**src/common/scp_cfg.svh**
```systemverilog
// Constants for the serial configuration command port
`ifndef SCP_CFG_SVH
`define SCP_CFG_SVH
`define SCP_CLK_HZ 100000000
`define SCP_BAUD 9600
`define SCP_BIT_CLKS ((`SCP_CLK_HZ + `SCP_BAUD - 1) / `SCP_BAUD)
`define SCP_GAP_MS 50
`define SCP_GAP_CLKS (`SCP_CLK_HZ / 1000 * `SCP_GAP_MS)
`define SCP_TG_BYTES 14
`define SCP_SYNC1 8'hA5
`define SCP_SYNC0 8'h5A
`define SCP_HDR_DEV 8'h8B
`define SCP_HDR_HOST 8'hAB
`define SCP_TYPE_THR_WR 8'h02
`define SCP_TYPE_CFG_RD 8'h40
`define SCP_TYPE_IDENT 8'h00
`define SCP_TYPE_VER 8'h8C
`define SCP_TYPE_THR_RPT 8'h01
`define SCP_TYPE_ACK 8'h58
`define SCP_TYPE_FAIL 8'h19
`define SCP_THR0_RST 8'h06
`define SCP_THR1_RST 8'h05
`define SCP_THR2_RST 8'h0E
// Arbitrary identity and version reset values
`define SCP_VER_RST 32'h01020304
`define SCP_IDENT_RST 24'h000000
`define SCP_MODID_RST 32'h00000001
`define SCP_REG_STATUS 8'h00
`define SCP_REG_THRESH 8'h04
`define SCP_REG_VERSION 8'h08
`define SCP_REG_IDENT 8'h0C
`define SCP_REG_MODID 8'h10
`endif

```
**src/common/scp_pkg.sv**
```systemverilog
// Types shared by the serial configuration command port
package scp_pkg;
  typedef struct packed {
    logic [7:0] thr2;
    logic [7:0] thr1;
    logic [7:0] thr0;
  } scp_thresh_t;
  typedef struct packed {
    logic [7:0] tg_type;
    logic [0:8][7:0] data;
  } scp_telegram_t;
  typedef enum logic [2:0] {RP_ACK, RP_FAIL, RP_VER, RP_IDENT, RP_THR} scp_reply_t;
endpackage

```
**src/hdl/scp_uart_rx.sv**
```systemverilog
// Byte receiver: 8N1, least significant bit first
`timescale 1ns/10ps
module scp_uart_rx #(
  parameter int unsigned BIT_CLKS = 10417
) (
  input wire logic aclk,
  input wire logic aresetn,
  input wire logic rx_line,
  output logic byte_valid,
  output logic [7:0] byte_data
);
  localparam int CW = $clog2(BIT_CLKS + 1);
  typedef enum {RX_IDLE, RX_START, RX_DATA, RX_STOP} scp_rx_state_t;
  scp_rx_state_t state_reg;
  logic [CW-1:0] cnt_reg;
  logic [2:0] bit_reg;
  always_ff @(posedge aclk) begin
    byte_valid <= 1'b0;
    if (!aresetn) begin
      state_reg <= RX_IDLE;
      cnt_reg <= '0;
      bit_reg <= '0;
      byte_data <= 8'h00;
    end else begin
      unique case (state_reg)
        RX_IDLE: begin
          cnt_reg <= '0;
          if (!rx_line) state_reg <= RX_START;
        end
        RX_START: begin
          cnt_reg <= cnt_reg + 1'b1;
          // Mid start bit: a glitch shorter than half a bit is dropped
          if (cnt_reg == CW'(BIT_CLKS / 2)) begin
            cnt_reg <= '0;
            bit_reg <= '0;
            state_reg <= rx_line ? RX_IDLE : RX_DATA;
          end
        end
        RX_DATA: begin
          cnt_reg <= cnt_reg + 1'b1;
          if (cnt_reg == CW'(BIT_CLKS - 1)) begin
            cnt_reg <= '0;
            byte_data <= {rx_line, byte_data[7:1]};
            bit_reg <= bit_reg + 1'b1;
            if (bit_reg == 3'h7) state_reg <= RX_STOP;
          end
        end
        RX_STOP: begin
          cnt_reg <= cnt_reg + 1'b1;
          if (cnt_reg == CW'(BIT_CLKS - 1)) begin
            // Framing error drops the byte silently
            byte_valid <= rx_line;
            state_reg <= RX_IDLE;
          end
        end
      endcase
    end
  end
endmodule // scp_uart_rx

```
**src/hdl/scp_uart_tx.sv**
```systemverilog
// Byte transmitter: 8N1, least significant bit first
`timescale 1ns/10ps
module scp_uart_tx #(
  parameter int unsigned BIT_CLKS = 10417
) (
  input wire logic aclk,
  input wire logic aresetn,
  input wire logic start,
  input wire logic [7:0] din,
  output logic ready,
  output logic tx_line
);
  localparam int CW = $clog2(BIT_CLKS + 1);
  logic [9:0] shift_reg;
  logic [3:0] left_reg;
  logic [CW-1:0] cnt_reg;
  always_ff @(posedge aclk) begin
    if (!aresetn) begin
      shift_reg <= 10'h3FF;
      left_reg <= 4'h0;
      cnt_reg <= '0;
      tx_line <= 1'b1;
      ready <= 1'b1;
    end else if (ready) begin
      tx_line <= 1'b1;
      if (start) begin
        shift_reg <= {1'b1, din, 1'b0};
        left_reg <= 4'hA;
        cnt_reg <= '0;
        ready <= 1'b0;
      end
    end else begin
      tx_line <= shift_reg[0];
      cnt_reg <= cnt_reg + 1'b1;
      if (cnt_reg == CW'(BIT_CLKS - 1)) begin
        cnt_reg <= '0;
        shift_reg <= {1'b1, shift_reg[9:1]};
        left_reg <= left_reg - 1'b1;
        if (left_reg == 4'h1) ready <= 1'b1;
      end
    end
  end
  idle_high_a: assert property (@(posedge aclk) disable iff (!aresetn)
    ready && !$past(start) |=> tx_line) else $error("line not idle high");
  start_low_a: assert property (@(posedge aclk) disable iff (!aresetn)
    ready && start |=> ##1 !tx_line) else $error("no start bit");
endmodule // scp_uart_tx

```
**src/hdl/scp_top.sv**
```systemverilog
// Serial configuration command port with AXI4-Lite register access
//
// Added by the designer: register access over AXI4-Lite and the register offsets.
`timescale 1ns/10ps
`include "scp_cfg.svh"
module scp_top #(
  parameter int unsigned BIT_CLKS = `SCP_BIT_CLKS,
  parameter int unsigned GAP_CLKS = `SCP_GAP_CLKS
) (
  input wire logic aclk,
  input wire logic aresetn,
  input wire logic [7:0] s_axi_awaddr,
  input wire logic s_axi_awvalid,
  output logic s_axi_awready,
  input wire logic [31:0] s_axi_wdata,
  input wire logic [3:0] s_axi_wstrb,
  input wire logic s_axi_wvalid,
  output logic s_axi_wready,
  output logic [1:0] s_axi_bresp,
  output logic s_axi_bvalid,
  input wire logic s_axi_bready,
  input wire logic [7:0] s_axi_araddr,
  input wire logic s_axi_arvalid,
  output logic s_axi_arready,
  output logic [31:0] s_axi_rdata,
  output logic [1:0] s_axi_rresp,
  output logic s_axi_rvalid,
  input wire logic s_axi_rready,
  input wire logic indicator_pin,
  input wire logic wake_event,
  input wire logic timer_event,
  input wire logic config_rx_line,
  output logic config_tx_line,
  output logic serial_mode,
  output logic wake_accept,
  output scp_pkg::scp_thresh_t thresholds
);
  import scp_pkg::*;
  localparam int GW = $clog2(GAP_CLKS + 1);

  logic rx_valid;
  logic [7:0] rx_data;
  logic tx_ready;
  logic tx_start_reg;
  logic [7:0] tx_byte_reg;
  logic any_wake;
  assign any_wake = wake_event | timer_event;

  scp_uart_rx #(.BIT_CLKS(BIT_CLKS)) u_rx (
    .aclk(aclk),
    .aresetn(aresetn),
    .rx_line(config_rx_line),
    .byte_valid(rx_valid),
    .byte_data(rx_data)
  );
  scp_uart_tx #(.BIT_CLKS(BIT_CLKS)) u_tx (
    .aclk(aclk),
    .aresetn(aresetn),
    .start(tx_start_reg),
    .din(tx_byte_reg),
    .ready(tx_ready),
    .tx_line(config_tx_line)
  );

  // Mode control
  always_ff @(posedge aclk) begin
    if (!aresetn) begin
      serial_mode <= 1'b0;
      wake_accept <= 1'b0;
    end else begin
      wake_accept <= any_wake && !serial_mode && !indicator_pin;
      if (!serial_mode && any_wake && indicator_pin) serial_mode <= 1'b1;
      else if (serial_mode && !indicator_pin) serial_mode <= 1'b0;
    end
  end

  // Command assembly
  logic [3:0] rx_idx_reg;
  logic [7:0] rx_buf [0:10];
  logic [7:0] rx_sum_reg;
  logic [GW-1:0] gap_reg;
  logic cmd_done_reg;
  logic cmd_ok_reg;
  logic timeout_reg;
  always_ff @(posedge aclk) begin
    cmd_done_reg <= 1'b0;
    timeout_reg <= 1'b0;
    if (!aresetn) begin
      rx_idx_reg <= 4'h0;
      rx_sum_reg <= 8'h00;
      gap_reg <= '0;
      cmd_ok_reg <= 1'b0;
      for (int i = 0; i < 11; i++) rx_buf[i] <= 8'h00;
    end else if (!serial_mode) begin
      rx_idx_reg <= 4'h0;
      gap_reg <= '0;
    end else if (rx_valid) begin
      gap_reg <= '0;
      rx_idx_reg <= rx_idx_reg + 1'b1;
      if (rx_idx_reg == 4'h0) begin
        if (rx_data != `SCP_SYNC1) rx_idx_reg <= 4'h0;
        rx_sum_reg <= 8'h00;
      end else if (rx_idx_reg == 4'h1) begin
        // A repeated first sync byte keeps the hunt alive
        if (rx_data != `SCP_SYNC0) rx_idx_reg <= (rx_data == `SCP_SYNC1) ? 4'h1 : 4'h0;
      end else if (rx_idx_reg == 4'(`SCP_TG_BYTES - 1)) begin
        rx_idx_reg <= 4'h0;
        cmd_done_reg <= 1'b1;
        cmd_ok_reg <= (rx_data == rx_sum_reg) && (rx_buf[0] == `SCP_HDR_HOST);
      end else begin
        rx_buf[rx_idx_reg - 4'h2] <= rx_data;
        rx_sum_reg <= rx_sum_reg + rx_data;
      end
    end else if (rx_idx_reg != 4'h0) begin
      gap_reg <= gap_reg + 1'b1;
      if (gap_reg == GW'(GAP_CLKS - 1)) begin
        rx_idx_reg <= 4'h0;
        gap_reg <= '0;
        timeout_reg <= 1'b1;
      end
    end
  end

  // Command execution
  logic reply_pend_reg;
  scp_reply_t reply_kind_reg;
  logic tx_active_reg;
  logic [7:0] good_cnt_reg;
  logic [7:0] bad_cnt_reg;
  always_ff @(posedge aclk) begin
    if (!aresetn) begin
      thresholds <= {`SCP_THR2_RST, `SCP_THR1_RST, `SCP_THR0_RST};
      reply_pend_reg <= 1'b0;
      reply_kind_reg <= RP_ACK;
      good_cnt_reg <= 8'h00;
      bad_cnt_reg <= 8'h00;
    end else begin
      if (tx_active_reg) reply_pend_reg <= 1'b0;
      if (timeout_reg) bad_cnt_reg <= bad_cnt_reg + 1'b1;
      // Commands that arrive while a reply is still going out are dropped
      if (cmd_done_reg && !reply_pend_reg && !tx_active_reg) begin
        reply_pend_reg <= 1'b1;
        if (cmd_ok_reg && rx_buf[1] == `SCP_TYPE_THR_WR) begin
          thresholds <= {rx_buf[2], rx_buf[3], rx_buf[4]};
          reply_kind_reg <= RP_ACK;
          good_cnt_reg <= good_cnt_reg + 1'b1;
        end else if (cmd_ok_reg && rx_buf[1] == `SCP_TYPE_CFG_RD) begin
          reply_kind_reg <= RP_VER;
          good_cnt_reg <= good_cnt_reg + 1'b1;
        end else begin
          reply_kind_reg <= RP_FAIL;
          bad_cnt_reg <= bad_cnt_reg + 1'b1;
        end
      end
    end
  end

  // Reply transmission
  logic [31:0] version_reg;
  logic [23:0] ident_reg;
  logic [31:0] modid_reg;
  scp_reply_t tx_kind_reg;
  logic [3:0] tx_idx_reg;
  logic [7:0] tx_sum_reg;
  scp_telegram_t tg;
  logic [7:0] tx_byte;
  always_comb begin
    tg = '0;
    unique case (tx_kind_reg)
      RP_ACK: tg.tg_type = `SCP_TYPE_ACK;
      RP_FAIL: tg.tg_type = `SCP_TYPE_FAIL;
      RP_VER: begin
        tg.tg_type = `SCP_TYPE_VER;
        tg.data[0:3] = version_reg;
      end
      RP_IDENT: begin
        tg.tg_type = `SCP_TYPE_IDENT;
        tg.data[0:2] = ident_reg;
        tg.data[4:7] = modid_reg;
      end
      RP_THR: begin
        tg.tg_type = `SCP_TYPE_THR_RPT;
        tg.data[0:2] = thresholds;
      end
    endcase
  end
  always_comb begin
    if (tx_idx_reg == 4'h0) tx_byte = `SCP_SYNC1;
    else if (tx_idx_reg == 4'h1) tx_byte = `SCP_SYNC0;
    else if (tx_idx_reg == 4'h2) tx_byte = `SCP_HDR_DEV;
    else if (tx_idx_reg == 4'h3) tx_byte = tg.tg_type;
    else if (tx_idx_reg == 4'(`SCP_TG_BYTES - 1)) tx_byte = tx_sum_reg;
    else tx_byte = tg.data[tx_idx_reg - 4'h4];
  end
  always_ff @(posedge aclk) begin
    tx_start_reg <= 1'b0;
    if (!aresetn) begin
      tx_active_reg <= 1'b0;
      tx_kind_reg <= RP_ACK;
      tx_idx_reg <= 4'h0;
      tx_sum_reg <= 8'h00;
      tx_byte_reg <= 8'h00;
    end else if (!tx_active_reg) begin
      if (reply_pend_reg) begin
        tx_active_reg <= 1'b1;
        tx_kind_reg <= reply_kind_reg;
        tx_idx_reg <= 4'h0;
        tx_sum_reg <= 8'h00;
      end
    end else if (tx_ready && !tx_start_reg) begin
      // Guard on the start pulse: ready drops only one cycle later
      tx_start_reg <= 1'b1;
      tx_byte_reg <= tx_byte;
      tx_idx_reg <= tx_idx_reg + 1'b1;
      if (tx_idx_reg >= 4'h2) tx_sum_reg <= tx_sum_reg + tx_byte;
      if (tx_idx_reg == 4'(`SCP_TG_BYTES - 1)) begin
        tx_idx_reg <= 4'h0;
        tx_sum_reg <= 8'h00;
        if (tx_kind_reg == RP_VER) tx_kind_reg <= RP_IDENT;
        else if (tx_kind_reg == RP_IDENT) tx_kind_reg <= RP_THR;
        else tx_active_reg <= 1'b0;
      end
    end
  end

  // AXI4-Lite write side
  logic aw_full_reg;
  logic w_full_reg;
  logic [7:0] aw_addr_reg;
  logic [31:0] w_data_reg;
  logic [3:0] w_strb_reg;
  function automatic logic [31:0] merge(input logic [31:0] old, input logic [31:0] nw, input logic [3:0] st);
    logic [31:0] r;
    r = old;
    for (int b = 0; b < 4; b++) if (st[b]) r[b*8 +: 8] = nw[b*8 +: 8];
    return r;
  endfunction
  // Readies are flops of their own, always the inverse of the full flags
  always_ff @(posedge aclk) begin
    if (!aresetn) begin
      aw_full_reg <= 1'b0;
      w_full_reg <= 1'b0;
      s_axi_awready <= 1'b1;
      s_axi_wready <= 1'b1;
      aw_addr_reg <= 8'h00;
      w_data_reg <= 32'h00000000;
      w_strb_reg <= 4'h0;
      s_axi_bvalid <= 1'b0;
      s_axi_bresp <= 2'h0;
      version_reg <= `SCP_VER_RST;
      ident_reg <= `SCP_IDENT_RST;
      modid_reg <= `SCP_MODID_RST;
    end else begin
      if (s_axi_awvalid && !aw_full_reg) begin
        aw_full_reg <= 1'b1;
        s_axi_awready <= 1'b0;
        aw_addr_reg <= s_axi_awaddr;
      end
      if (s_axi_wvalid && !w_full_reg) begin
        w_full_reg <= 1'b1;
        s_axi_wready <= 1'b0;
        w_data_reg <= s_axi_wdata;
        w_strb_reg <= s_axi_wstrb;
      end
      if (aw_full_reg && w_full_reg && !s_axi_bvalid) begin
        s_axi_bvalid <= 1'b1;
        s_axi_bresp <= 2'h0;
        unique case (aw_addr_reg)
          `SCP_REG_VERSION: version_reg <= merge(version_reg, w_data_reg, w_strb_reg);
          `SCP_REG_IDENT: ident_reg <= 24'(merge({8'h00, ident_reg}, w_data_reg, w_strb_reg));
          `SCP_REG_MODID: modid_reg <= merge(modid_reg, w_data_reg, w_strb_reg);
          `SCP_REG_STATUS, `SCP_REG_THRESH: ;
          default: s_axi_bresp <= 2'h2;
        endcase
      end
      if (s_axi_bvalid && s_axi_bready) begin
        s_axi_bvalid <= 1'b0;
        aw_full_reg <= 1'b0;
        w_full_reg <= 1'b0;
        s_axi_awready <= 1'b1;
        s_axi_wready <= 1'b1;
      end
    end
  end

  // AXI4-Lite read side
  always_ff @(posedge aclk) begin
    if (!aresetn) begin
      s_axi_rvalid <= 1'b0;
      s_axi_arready <= 1'b1;
      s_axi_rdata <= 32'h00000000;
      s_axi_rresp <= 2'h0;
    end else if (s_axi_rvalid) begin
      if (s_axi_rready) begin
        s_axi_rvalid <= 1'b0;
        s_axi_arready <= 1'b1;
      end
    end else if (s_axi_arvalid) begin
      s_axi_rvalid <= 1'b1;
      s_axi_arready <= 1'b0;
      s_axi_rresp <= 2'h0;
      unique case (s_axi_araddr)
        `SCP_REG_STATUS: s_axi_rdata <= {8'h00, bad_cnt_reg, good_cnt_reg, 6'h00, tx_active_reg, serial_mode};
        `SCP_REG_THRESH: s_axi_rdata <= {8'h00, thresholds};
        `SCP_REG_VERSION: s_axi_rdata <= version_reg;
        `SCP_REG_IDENT: s_axi_rdata <= {8'h00, ident_reg};
        `SCP_REG_MODID: s_axi_rdata <= modid_reg;
        default: begin
          s_axi_rdata <= 32'h00000000;
          s_axi_rresp <= 2'h2;
        end
      endcase
    end
  end

  enter_mode_a: assert property (@(posedge aclk) disable iff (!aresetn)
    !serial_mode && any_wake && indicator_pin |=> serial_mode) else $error("serial mode not entered");
  wake_ignored_a: assert property (@(posedge aclk) disable iff (!aresetn)
    serial_mode && any_wake |=> !wake_accept) else $error("wake accepted in serial mode");
  leave_mode_a: assert property (@(posedge aclk) disable iff (!aresetn)
    serial_mode && !indicator_pin |=> !serial_mode) else $error("serial mode not left");
  reset_thresh_a: assert property (@(posedge aclk)
    !aresetn |=> thresholds == 24'h0E0506) else $error("bad default thresholds");
  gap_abort_a: assert property (@(posedge aclk) disable iff (!aresetn)
    timeout_reg |-> rx_idx_reg == 4'h0 && !cmd_done_reg) else $error("timeout kept command");
  sync_out_a: assert property (@(posedge aclk) disable iff (!aresetn)
    tx_start_reg && $past(tx_idx_reg) == 4'h0 |-> tx_byte_reg == 8'hA5) else $error("bad first sync");
  header_out_a: assert property (@(posedge aclk) disable iff (!aresetn)
    tx_start_reg && $past(tx_idx_reg) == 4'h2 |-> tx_byte_reg == 8'h8B) else $error("bad header");
  write_ack_a: assert property (@(posedge aclk) disable iff (!aresetn)
    cmd_done_reg && !reply_pend_reg && !tx_active_reg && rx_buf[1] == `SCP_TYPE_THR_WR |=> reply_pend_reg
      && (reply_kind_reg == RP_ACK || reply_kind_reg == RP_FAIL) && ((reply_kind_reg == RP_ACK) == $past(cmd_ok_reg)))
    else $error("no reply queued");
  read_chain_a: assert property (@(posedge aclk) disable iff (!aresetn)
    tx_start_reg && $past(tx_idx_reg) == 4'hD && $past(tx_kind_reg) == RP_VER |-> tx_kind_reg == RP_IDENT)
    else $error("identity report did not follow version");
endmodule // scp_top

```
**config.mk**
```make
export PLATFORM = sky130hd
export DESIGN_NAME = scp_top
export DESIGN_NICKNAME = d
export VERILOG_FILES = /design/src/common/scp_pkg.sv /design/src/hdl/scp_uart_rx.sv /design/src/hdl/scp_uart_tx.sv /design/src/hdl/scp_top.sv
export VERILOG_INCLUDE_DIRS = /design/src /design/src/common
export SDC_FILE = /design/constraint.sdc
export NUM_CORES = 1
export LEC_CHECK = 0
export BUFFER_PORTS_ARGS = -buffer_cell sky130_fd_sc_hd__buf_4
export CORE_AREA = 2 2 242 244
export DETAILED_ROUTE_END_ITERATION = 10
export DIE_AREA = 0 0 244 246
export PLACE_DENSITY_LB_ADDON = 0.25
export SLEW_MARGIN = 15
export SYNTH_ARGS = -nofsm -noshare
export SYNTH_HDL_FRONTEND = slang
export SYNTH_SLANG_ARGS = --single-unit
```
**constraint.sdc**
```tcl
create_clock -name aclk -period 8.75 [get_ports aclk]
set_input_delay 0.875 -clock aclk [delete_from_list [all_inputs] [get_ports aclk]]
set_output_delay 0.875 -clock aclk [all_outputs]
set_load 0.1 [all_outputs]
```
**Yosys cells after proc, flatten, opt, wreduce, memory -nomap -nowiden**

Memory sizes are Yosys's and may differ from the RTL's. A register that Yosys moved wholly into a read port is not among the register bits.
Index checks and enable logic that the tools add are counted.

- Register bits after elaboration: 348
- Memory bits (writable): 88
- Bits of input ports: 63
- Logic and storage cells: 310
- Memories: 1

Memory list:

| name | depth | bits a word | rd ports | clocked after Yosys merged registers in | write ports | RTL line | RTL |
|---|---|---|---|---|---|---|---|
| rx_buf | 11 | 8 | 5 | 3 | 11 | scp_top.sv:79 | `logic [7:0] rx_buf [0:10];` |

- $add $sub $neg: 13
- Magnitude comparators: 2
- Equality and inequality tests: 47
- Mux-type cells: 107
- Bitwise operators: 9
- Reduce and logical (&&, ||, !) cells: 79

Operators with widths:

| kind | count |
|---|---|
| 32-bit 2-to-1 mux | 6 |
| 8-bit 2-to-1 mux | 23 |
| 32-bit one-hot mux with 5 select lines | 1 |
| 32-bit one-hot mux with 4 select lines | 1 |
| 24-bit one-hot mux with 3 select lines | 1 |
| 14-bit 2-to-1 mux | 5 |
| 32-bit by 2-bit equality test with 1-bit output (second input constant) | 2 |
| 4-bit 2-to-1 mux | 16 |
| 14-bit one-hot mux with 4 select lines | 1 |
| 3-bit AND reduction | 14 |
| 8-bit one-hot mux with 5 select lines | 1 |
| 1-bit 2-to-1 mux | 33 |
| 8-bit binary-select mux with 4-bit select | 1 |
| 32-bit by 1-bit equality test with 1-bit output (second input constant) | 1 |
| 8-bit by 4-bit equality test with 1-bit output (second input constant) | 4 |
| 32-bit logical NOT | 1 |
| 10-bit 2-to-1 mux | 3 |
| 14-bit by 1-bit adder with 14-bit output (second input constant) | 2 |
| 14-bit equality test (second input constant) | 2 |
| 3-bit 2-to-1 mux | 8 |
| 23-bit by 1-bit adder with 23-bit output (second input constant) | 1 |
| 23-bit equality test (second input constant) | 1 |
| 23-bit 2-to-1 mux | 1 |
| 2-bit AND reduction | 11 |
| other kinds (46) | 117 |

**Depth between registers and ports, before layout**

Gate-level depths: netlist of run 1.

- Word-level depth: 15
- Gate-level depth with buffers: 16

**Modules after synthesis**

From an unflattened synthesis of run 1, not the netlist that was laid out.

- Cell total of the unflattened synthesis: 1997
- Area total of the unflattened synthesis: 18038.6 sq um

By module, submodules not included:

| module | instances | cells an instance | area each (sq um) | seq. area each (sq um) |
|---|---|---|---|---|
| scp_top | 1 | 1657 | 15056.9 | 6826.5 |
| scp_uart_tx | 1 | 197 | 1640.3 | 580.6 |
| scp_uart_rx | 1 | 143 | 1341.3 | 560.5 |

**Worst setup path after synthesis of run 1**

Ideal clock, no wire load.

- Path kind: reg2reg
- Start point: reg, netlist name thresholds[1]
- End point: reg tx_sum_reg[7]
- Library setup time: 0.082 ns
- Data arrival time: 3.575 ns
- Path slack: 5.093 ns
- Stages on the path, launching flop included: 13
- Period minus slack after synthesis: 3.657 ns
- Cell sequence: dfxtp_1 > nand3b_1 > a21oi_1 > o21ai_0 > a2111oi_0 > o21a_1 > ha_1 > a21oi_1 > o21ai_0 > a2111oi_0 > nor2_1 > or3_1 > o2111ai_1

- Word-level cells in the longest chain between the ends: 14

RTL lines:

| element | RTL line | RTL |
|---|---|---|
| 24-bit one-hot mux with 3 select lines | scp_top.sv:169 | `unique case (tx_kind_reg)` |
| 8-bit binary-select mux with 4-bit select | scp_top.sv:193 | `else tx_byte = tg.data[tx_idx_reg - 4'h4];` |
| 8-bit 2-to-1 mux (implied by the code) (2 in a row) | scp_top.sv:193 |  |
| 8-bit 2-to-1 mux | scp_top.sv:192 | `` else if (tx_idx_reg == 4'(`SCP_TG_BYTES - 1)) tx_byte = tx_sum_reg; `` |
| 8-bit 2-to-1 mux | scp_top.sv:191 | `else if (tx_idx_reg == 4'h3) tx_byte = tg.tg_type;` |
| 8-bit 2-to-1 mux | scp_top.sv:190 | `` else if (tx_idx_reg == 4'h2) tx_byte = `SCP_HDR_DEV; `` |
| 8-bit 2-to-1 mux | scp_top.sv:189 | `` else if (tx_idx_reg == 4'h1) tx_byte = `SCP_SYNC0; `` |
| 8-bit 2-to-1 mux | scp_top.sv:188 | `` if (tx_idx_reg == 4'h0) tx_byte = `SCP_SYNC1; `` |
| via tx_byte[1] | scp_top.sv:166 | `logic [7:0] tx_byte;` |
| 8-bit adder | scp_top.sv:215 | `if (tx_idx_reg >= 4'h2) tx_sum_reg <= tx_sum_reg + tx_byte;` |
| 8-bit 2-to-1 mux | scp_top.sv:215 |  |
| 8-bit 2-to-1 mux | scp_top.sv:216 | `` if (tx_idx_reg == 4'(`SCP_TG_BYTES - 1)) begin `` |
| 8-bit 2-to-1 mux | scp_top.sv:210 | `end else if (tx_ready && !tx_start_reg) begin` |
| 8-bit 2-to-1 mux | scp_top.sv:203 | `end else if (!tx_active_reg) begin` |
| end signal, assigned | scp_top.sv:215 |  |
| end, declared | scp_top.sv:164 | `logic [7:0] tx_sum_reg;` |

The timed path passes the listed nets, and every way through them passes these cells. The select of a mux whose other input is x is not followed.
A chain may end at the register's enable or synchronous reset.

**Final worst setup path of run 1**

- Start point: reg tx_kind_reg[2]
- End point: reg tx_sum_reg[7]

- Word-level cells in the longest chain between the ends: 15
- Elaborated cells between the ends (all ways): 22

RTL lines:

| element | RTL line | RTL |
|---|---|---|
| start, declared | scp_top.sv:162 | `scp_reply_t tx_kind_reg;` |
| start signal, assigned | scp_top.sv:206 | `tx_kind_reg <= reply_kind_reg;` |
| 3-bit equality test / 3-bit by 2-bit equality test with 1-bit output (equally long branches) | scp_top.sv:169 |  |
| 24-bit one-hot mux with 3 select lines (tied with other cells) | scp_top.sv:169 |  |
| 8-bit binary-select mux with 4-bit select (*) | scp_top.sv:193 |  |
| 8-bit 2-to-1 mux (implied by the code) (*) (2 in a row) | scp_top.sv:193 |  |
| 8-bit 2-to-1 mux (*) | scp_top.sv:192 |  |
| 8-bit 2-to-1 mux (*) | scp_top.sv:191 |  |
| 8-bit 2-to-1 mux (*) | scp_top.sv:190 |  |
| 8-bit 2-to-1 mux (*) | scp_top.sv:189 |  |
| 8-bit 2-to-1 mux (*) | scp_top.sv:188 |  |
| via tx_byte[1] | scp_top.sv:166 |  |
| 8-bit adder (*) | scp_top.sv:215 |  |
| 8-bit 2-to-1 mux (*) | scp_top.sv:215 |  |
| 8-bit 2-to-1 mux (*) | scp_top.sv:216 |  |
| 8-bit 2-to-1 mux (*) | scp_top.sv:210 |  |
| 8-bit 2-to-1 mux (*) | scp_top.sv:203 |  |

The timed path passes the listed nets; every way through them passes the cells marked *. The select of a mux whose other input is x is not followed.

==> metrics.txt, run 1 <==
Finished Cell Area 20600 µm²; ANT nets after route 0; WP data arrival 5.33 ns; most common cell after layout, fill and taps aside dfxtp_1; proportion of synthesized area in mux cells under 10%; hold slack final 0.442 ns; largest family of logic cells by synthesized area simple AND/OR/NAND/NOR gates; Worst-Skew Late Latency 0.59 ns; Final Hold Viols 0; EDFF count, synth 40; Mapped Cells about 1900; Yosys top cell area share 38.5%; setup TNS 0 ns; Synth Area per Inst roughly 9.1 µm²; CTS tree built; vias in the first global route 14082; GPL Wtd Cong 0.878; PortBufs 128; Post-Synth Adder-Cell Area 2.93%; gr usage total between 10% and 20%; Die Y-Extent 246 µm; CP top delay family compound AO/OA/AOI/OAI gates; Seq cells post-synth 378; drt pass-1 iters 8; largest net degree at the start of global routing around 90; most frequent cells in the layout dfxtp_1, nor2_1, nand2_1, buf_4, mux2i_1; drt via density approximately 5.2; clock input transition at the sequential cells of the worst setup and hold paths 0.06 ns; worst slew margin relative to its limit 24.8%; Routed WL 56100 µm; Setup Fix Bufs, Post-CTS 0; Synth Flop Type dfxtp_1; mapped cell area 17600 µm²; Reg with most FFs rx_buf; Initial Util 30.7%; unrepaired setup endpoints after global routing false; drt drc 0; Max clock buf depth 3; max FFs per register 40; maximum vdd drop 132 µV; slowest stage delay, CP 0.86 ns; P&R area growth vs syn 17.4%; CP most frequent cell a2111oi_0; Clock Skew between 0.02 and 0.03 ns; status finished, final reports clean; layout cells sized above 1 13.3%; DR vias 14630; Die ar. 60000 µm²; XOR/XNOR share of the synthesized area 2.89%; gr ovfl total 0; Slew @ Worst Pin 1.12 ns; Simple-Gate Fraction of Synth Area 20.1%; fin crit share 55.3%; Layout Utilization a little over a third; core area 57400 µm²; TritonCTS Buffers 45; root buf cell clkbuf_16; Horiz. Die Dim between 200 and 250 µm; fmax 207 MHz; post-CTS sizing 0; drt wl/cell about 20 µm; CP Buf/Inv Count 0; critical-path cell list nor3b_1 -> o21a_1 -> a2111oi_0 -> a2111oi_0 -> o21a_1 -> ha_1 -> a21oi_1 -> o21ai_0 -> a2111oi_0 -> nor2_1 -> or3_1 -> o2111ai_1; Max-Cap Viols 0; Yosys top cell by area dfxtp_1; post-synthesis compound-gate area fraction 15.3%; FF+latch area 7970 µm²; Row Count 88; Placed Area 19200 µm²; CP required 9.24 ns; first-pass GRT wire length 85600 µm; Synth async-reset ratio 0%; H-tree depth 2; post-synth cell types 85; crit start category register; Fillers 5800; CP max FO 20; final setup violation count 0; # nets final 2122; yosys warns 0; antenna cells 0; clock sinks 378; PD cells 189 nW/µm²; hold_buf cts 0; area of the multi-input gates between 8000 and 9000 µm²; Ports 131; Iter 0 DRT Violations 1190; ranking of synthesized cells by area dfxtp_1, mux2i_1, edfxtp_1; worst hold path type reg -> reg; register area share after synthesis between 40% and 50%; Max Slew Vio Count 0; slowest CP cell a2111oi_0; Crit. End Element register; Static Leak 7.80 nW; kind of critical path reg -> reg; DP HPWL roughly 40000 µm; final worst path period need 4.84 ns; initial antenna violation count 0; total design power roughly 4 mW
worst min-delay path, delay by kind of cell, from the launching register on:
kind             cells  cell delay, ns
and+or+nand+nor      2            0.09
DFF                  1            0.31
power by group:
part	switching, mW	leakage, nW	internal (mW)
Combinational	0.160	3.95	0.0633
Sequential	0.0266	3.12	1.78
Clock	0.774	0.728	1.09
Total	0.960	7.80	2.94
through the flow:
stage,cells,worst slack [ns]
final,2819,3.91
after detailed placement,2737,3.97
after global placement,2737,4.07
after floorplan,1941,5.09
after global routing,2819,3.42
after CTS,2819,3.95
routing by layer:
| layer | GRT usage, % | part of all wire (%) | vias up |
|---|---|---|---|
| li1 | - | - | 7086 |
| met2 | 29.4 | 45 | 369 |
| met4 | 5.22 | 2.4 | 0 |
| met5 | 0 | 0 | - |
| met3 | 2.83 | 5.1 | 78 |
| met1 | 25.4 | 47 | 7097 |
cell families after synthesis:
kind of cell	after synthesis
AND/OR/NAND/NOR	739
AO/OA/AOI/OAI	408
flip-flops	378
multiplexers	160
buffers and inverters	156
XOR/XNOR	58
adder cells (fa/ha/maj)	40
other	1
Yosys cell counts (all sizes together), types with 14 or more instances:
cell and instances:
a211oi 14, a21oi 124, a222oi 19, a22o 30, a22oi 26, a31oi 15
and2 38, and3 15, buf 35, clkbuf 81, dfxtp 338, edfxtp 40
ha 38, inv 37, mux2 21, mux2i 131, nand2 204, nand3 41
nand4 30, nor2 279, nor2b 15, nor3 16, o21ai 87, xnor2 18
xor2 40
area by class of cell:
class                      count  area share (%)
multi-input combinational   1407            43.6
sequential                   378            38.6
clock buffer                  63            6.23
timing repair buffer         147            5.35
tap                          765            4.64
clock inverter                19           0.861
inverter                      40           0.752
path summary, 6_finish.rpt:
path                                                   end  slack (ns)  cells after the start                   startpoint
worst max-delay path            tx_sum_reg[7]$_SDFFE_PN0P_        3.91                     12  tx_kind_reg[2]$_SDFFE_PN0P_
worst min-delay path             s_axi_wready$_SDFFE_PP1P_        0.44                      2    s_axi_wready$_SDFFE_PP1P_
worst max register to register  tx_sum_reg[7]$_SDFFE_PN0P_        3.91                     12  tx_kind_reg[2]$_SDFFE_PN0P_
worst min register to register   s_axi_wready$_SDFFE_PP1P_        0.44                      2    s_axi_wready$_SDFFE_PP1P_
(Power assumes the default switching activity.)
==> run 2, diff against run 1 <==
==> constraint.sdc (replaced) <==
create_clock -name aclk -period 4.9 [get_ports aclk]
set_input_delay 0.49 -clock aclk [delete_from_list [all_inputs] [get_ports aclk]]
set_output_delay 0.49 -clock aclk [all_outputs]
set_load 0.1 [all_outputs]
==> metrics.txt, run 2 (synthesis gave the netlist of run 1 again) <==
drt pass-1 iters 8 (unchanged); final worst path period need 4.14 ns (-0.702 ns); core area 57400 µm² (unchanged); GPL Wtd Cong 0.893 (+1.7%); most common cell after layout, fill and taps aside dfxtp_1; Row Count 88 (unchanged); max FFs per register 40 (unchanged); Routed WL 56000 µm (-0.12%); Clock Skew 0.0229 ns (-0.00651 ns); TritonCTS Buffers 45 (unchanged); slowest stage delay, CP 0.77 ns (-0.09 ns); ANT nets after route 0 (unchanged); layout cells sized above 1 13.4% (+0.071 points); root buf cell clkbuf_16; vias in the first global route 14151 (+0.49%); clock input transition at the sequential cells of the worst setup and hold paths 0.06 ns (about the same); Max-Cap Viols 0 (unchanged); Placed Area 19200 µm² (+0.31%); fmax 242 MHz (+17%); Setup Fix Bufs, Post-CTS 0 (unchanged); gr usage total 18.3% (+0.021 points); Slew @ Worst Pin 0.993 ns (-0.128 ns); maximum vdd drop 262 µV (+99%); Iter 0 DRT Violations 1107 (-7.0%); unrepaired setup endpoints after global routing false; Ports 131 (unchanged); most frequent cells in the layout dfxtp_1, nor2_1, nand2_1, buf_4, mux2i_1; initial antenna violation count 0 (unchanged); worst slew margin relative to its limit 33.5% (+8.7 points); DR vias 14718 (+0.60%); Max Slew Vio Count 0 (unchanged); PD cells 334 nW/µm² (+77%); CP top delay family compound AO/OA/AOI/OAI gates; CP Buf/Inv Count 1 (+1); status finished, final reports clean; CP max FO 9 (-55%); Worst-Skew Late Latency 0.57 ns (-0.02 ns); fin crit share 84.4% (+29 points); Reg with most FFs rx_buf; total design power 6.90 mW (+77%); first-pass GRT wire length 86100 µm (+0.58%); clock sinks 378 (unchanged); placed cell count 2745 (+0.29%); CTS tree built; hold_buf cts 0 (unchanged); Horiz. Die Dim 244 µm (unchanged); Static Leak 7.81 nW (+0.16%); crit start category register; Crit. End Element register; H-tree depth 2 (unchanged); antenna cells 0 (unchanged); Finished Cell Area 20700 µm² (about the same); CP required 5.36 ns (-3.88 ns); largest net degree at the start of global routing 82 (-11%); drt via density 5.21 (+0.46%); post-CTS sizing 0 (unchanged); critical-path cell list ha_1 -> nand3b_1 -> nand3_1 -> a2111oi_0 -> o21a_1 -> ha_1 -> a21oi_1 -> o21ai_0 -> a2111oi_0 -> buf_4 -> nor2_1 -> or3_1 -> o2111ai_1; DP HPWL 41100 µm (+0.59%); drt drc 0 (unchanged); gr ovfl total 0 (unchanged); non-filler cells, final 2823 (+0.14%); WP data arrival 4.60 ns (-0.73 ns); Layout Utilization 36.0% (about the same); Die ar. 60000 µm² (unchanged); worst hold path type in -> reg; Initial Util 30.7% (unchanged); PortBufs 128 (unchanged); P&R area growth vs syn 17.5% (about the same); Max clock buf depth 3 (unchanged); Final Hold Viols 0 (unchanged); setup TNS 0 ns (unchanged); final setup violation count 0 (unchanged); Die Y-Extent 246 µm (unchanged); slowest CP cell a2111oi_0; # nets final 2130 (+0.38%); drt wl/cell 19.8 µm (-0.27%); kind of critical path reg -> reg
run 2: cell count changes in the layout (fill, tap and decap cells not counted):
cell	delta
clkinv_4	+2
o21ai_1	+1
inv_8	-1
buf_4	+8
o21ai_2	-1
inv_6	-1
clkinv_2	-5
clkinv_1	-3
inv_16	-1
inv_4	+1
clkbuf_1	+4
run 2: metrics by stage:
stage,hold slack [ns],setup WS (ns)
after floorplan,0.415,1.24
after global placement,0.433,0.824
after detailed placement,0.438,0.860
after CTS,0.0744,0.779
after global routing,0.102,0.406
final,0.116,0.763
run 2: area by class of cell:
cell class	count	area [µm²]
Inverter	40	155
Timing Repair Buffer	155	1160
Clock buffer	67	1300
Sequential cell	378	7970
Fill cell	5863	36700
Clock inverter	11	125
Tap cell	765	957
Multi-Input combinational cell	1407	8990
run 2: worst paths after layout:
| kind | slack [ns] | end | cells after the start | start |
|---|---|---|---|---|
| worst max register to register | 0.76 | tx_sum_reg[7]$_SDFFE_PN0P_ | 13 | tx_idx_reg[2]$_SDFFE_PN0P_ |
| worst min register to register | 0.44 | s_axi_wready$_SDFFE_PP1P_ | 2 | s_axi_wready$_SDFFE_PP1P_ |
| worst max-delay path | 0.76 | tx_sum_reg[7]$_SDFFE_PN0P_ | 13 | tx_idx_reg[2]$_SDFFE_PN0P_ |
| worst min-delay path | 0.12 | wake_accept$_SDFF_PN0_ | 2 | indicator_pin |
run 2: power by group:
part	switching [mW]	internal [mW]	leakage [nW]
registers	0.0499	3.18	3.12
logic	0.285	0.113	3.99
clock network	1.33	1.94	0.701
run 2: per-layer routing:
layer  global-route usage, %  share of wire, %  up-vias  wire length (µm)
li1                        -                 -     7087                 -
met1                    25.3                47     7171             26500
met2                    29.8                45      385             25300
met3                    2.35               4.8       75              2720
met4                    5.54               2.6        0              1480
met5                       0                 0        -                 0
==> run 3, diff against run 2 <==
==> constraint.sdc (replaced) <==
create_clock -name aclk -period 3.3 [get_ports aclk]
set_input_delay 0.33 -clock aclk [delete_from_list [all_inputs] [get_ports aclk]]
set_output_delay 0.33 -clock aclk [all_outputs]
set_load 0.1 [all_outputs]
==> metrics.txt, run 3 (synthesis gave the netlist of run 1 again) <==
kind of critical path reg -> reg; Crit. End Element register; GPL Wtd Cong 0.943 (+5.7%); DR vias 15338 (+4.2%); Max clock buf depth 3 (unchanged); most frequent cells in the layout dfxtp_1, nor2_1, buf_4, nand2_1, mux2i_1; Fillers 5722 (-2.4%); area of the multi-input gates 9280 µm² (+3.3%); # nets final 2285 (+7.3%); R2R cell count 16 (+3); H-tree depth 2 (unchanged); PD cells 463 nW/µm² (+39%); core area 57400 µm² (unchanged); PortBufs 128 (unchanged); CP max FO 5 (-4); gr ovfl total 0 (unchanged); gr usage total 19.2% (+0.83 points); Die ar. 60000 µm² (unchanged); total design power 10.3 mW (+50%); initial antenna violation count 2 (+2); ANT nets after route 0 (unchanged); Routed WL 59100 µm (+5.4%); drt wl/cell 19.8 µm (-0.19%); drt drc 0 (unchanged); top sig layer met5; clock sinks 378 (unchanged); Layout Utilization 38.9% (+2.9 points); unrepaired setup endpoints after global routing true; P&R area growth vs syn 26.9%; clock input transition at the sequential cells of the worst setup and hold paths 0.06 ns (about the same); Iter 0 DRT Violations 967 (-13%); TritonCTS Buffers 45 (unchanged); Ports 131 (unchanged); CP required 3.74 ns (-1.62 ns); Initial Util 30.7% (unchanged); worst hold path type in -> reg; Die Y-Extent 246 µm (unchanged); antenna cells 0 (unchanged); wire length on met2 26400 µm (+4.2%); Placed Area 20000 µm² (+4.0%); layout cells sized above 1 20.2% (+6.8 points); hold slack final 0.0275 ns (-0.0885 ns); Horiz. Die Dim 244 µm (unchanged); largest net degree at the start of global routing 91 (+11%); Final Hold Viols 0 (unchanged); FF+latch area 7990 µm² (+0.27%); drt pass-1 iters 6 (-2); final setup violation count 0 (unchanged); max FFs per register 40 (unchanged); met1 wire length 27900 µm (+5.3%); fmax 305 MHz (+26%); crit start category register; non-filler cells, final 2982 (+5.6%); vias in the first global route 14842 (+4.9%); Finished Cell Area 22300 µm² (+8.0%); Max Slew Vio Count 0 (unchanged); DP HPWL 43700 µm (+6.3%); Worst-Skew Late Latency 0.58 ns (about the same); fin crit share 99.4% (+15 points); most common cell after layout, fill and taps aside dfxtp_1; Static Leak 8.61 nW (+10%); Max-Cap Viols 0 (unchanged); drt via density 5.14 (-1.3%); met3 routed WL 3180 µm (+17%); status finished, final reports clean; first-pass GRT wire length 89300 µm (+3.7%); placed cell count 2846 (+3.7%); final worst path period need 3.28 ns (-0.856 ns); CTS tree built; WP data arrival 3.72 ns (-0.88 ns); root buf cell clkbuf_16; worst slew margin relative to its limit 33.4% (-0.12 points); Row Count 88 (unchanged); Reg with most FFs rx_buf; Clock Skew 0.0191 ns (-0.00374 ns); maximum vdd drop 332 µV (+27%); hold path depth 3 (+1); Slew @ Worst Pin 1.00 ns (+0.00620 ns)
run 3: cell count changes in the layout (fill, tap and decap cells not counted), sizes merged:
cell and change:
buf +113, inv +2, clkinv +3, clkinvlp +3, clkbuf -3, bufinv -1, dlygate4sd3 +42
run 3: layout make-up:
cell class	instances	area share, %
tap	765	4.29
clock buffer	64	5.79
sequential	378	35.8
inverter	40	0.712
multi-input combinational	1407	41.6
clock inverter	18	0.734
timing repair buffer	310	11.1
run 3: power by group:
group          internal (mW)  switching [mW]
Clock                   2.84            2.06
Sequential              4.72          0.0702
Combinational          0.205           0.437
Total                   7.77            2.57
run 3: timing repair:
item,CTS,global route
pin swaps,11,20
hold buffers,42,0
endpoints found under the setup margin,4,4
endpoints found under the hold margin,41,0
gates resized for setup,37,41
setup buffers,7,7
run 3: worst paths after layout:
kind                            slack [ns]                  startpoint                         end
worst max-delay path                  0.02  tx_idx_reg[0]$_SDFFE_PN0P_  tx_sum_reg[7]$_SDFFE_PN0P_
worst min-delay path                  0.03              s_axi_wdata[3]  w_data_reg[3]$_SDFFE_PN0P_
worst max register to register        0.02  tx_idx_reg[0]$_SDFFE_PN0P_  tx_sum_reg[7]$_SDFFE_PN0P_
worst min register to register        0.44   s_axi_wready$_SDFFE_PP1P_   s_axi_wready$_SDFFE_PP1P_
run 3: critical path, stage by stage (launching register included):
cell       delay (ns)
dfxtp_4          0.36
or2_2            0.40
buf_4            0.20
a21oi_1          0.25
a22oi_1          0.13
nand4b_1         0.14
a21o_1           0.14
nand2_1          0.06
ha_1             0.30
inv_1            0.08
nor2_1           0.07
a2111oi_2        0.39
buf_4            0.19
buf_4            0.11
nor4_2           0.04
mux2i_1          0.14
o2111ai_1        0.13
run 3: layer usage:
metal,vias to the layer above,track usage [%]
li1,7423,-
met1,7373,26.6
met2,448,30.3
met3,90,3.06
met4,4,6.15
met5,-,0
run 3: per-stage QoR:
step	setup WS, ns	TNS [ns]
3_3_place_gp	-0.456	-0.717
2_1_floorplan	0.0312	0
4_1_cts	-0.0140	-0.0140
3_5_place_dp	-0.465	-0.836
6_report	0.0190	0
5_1_grt	-0.0985	-0.186
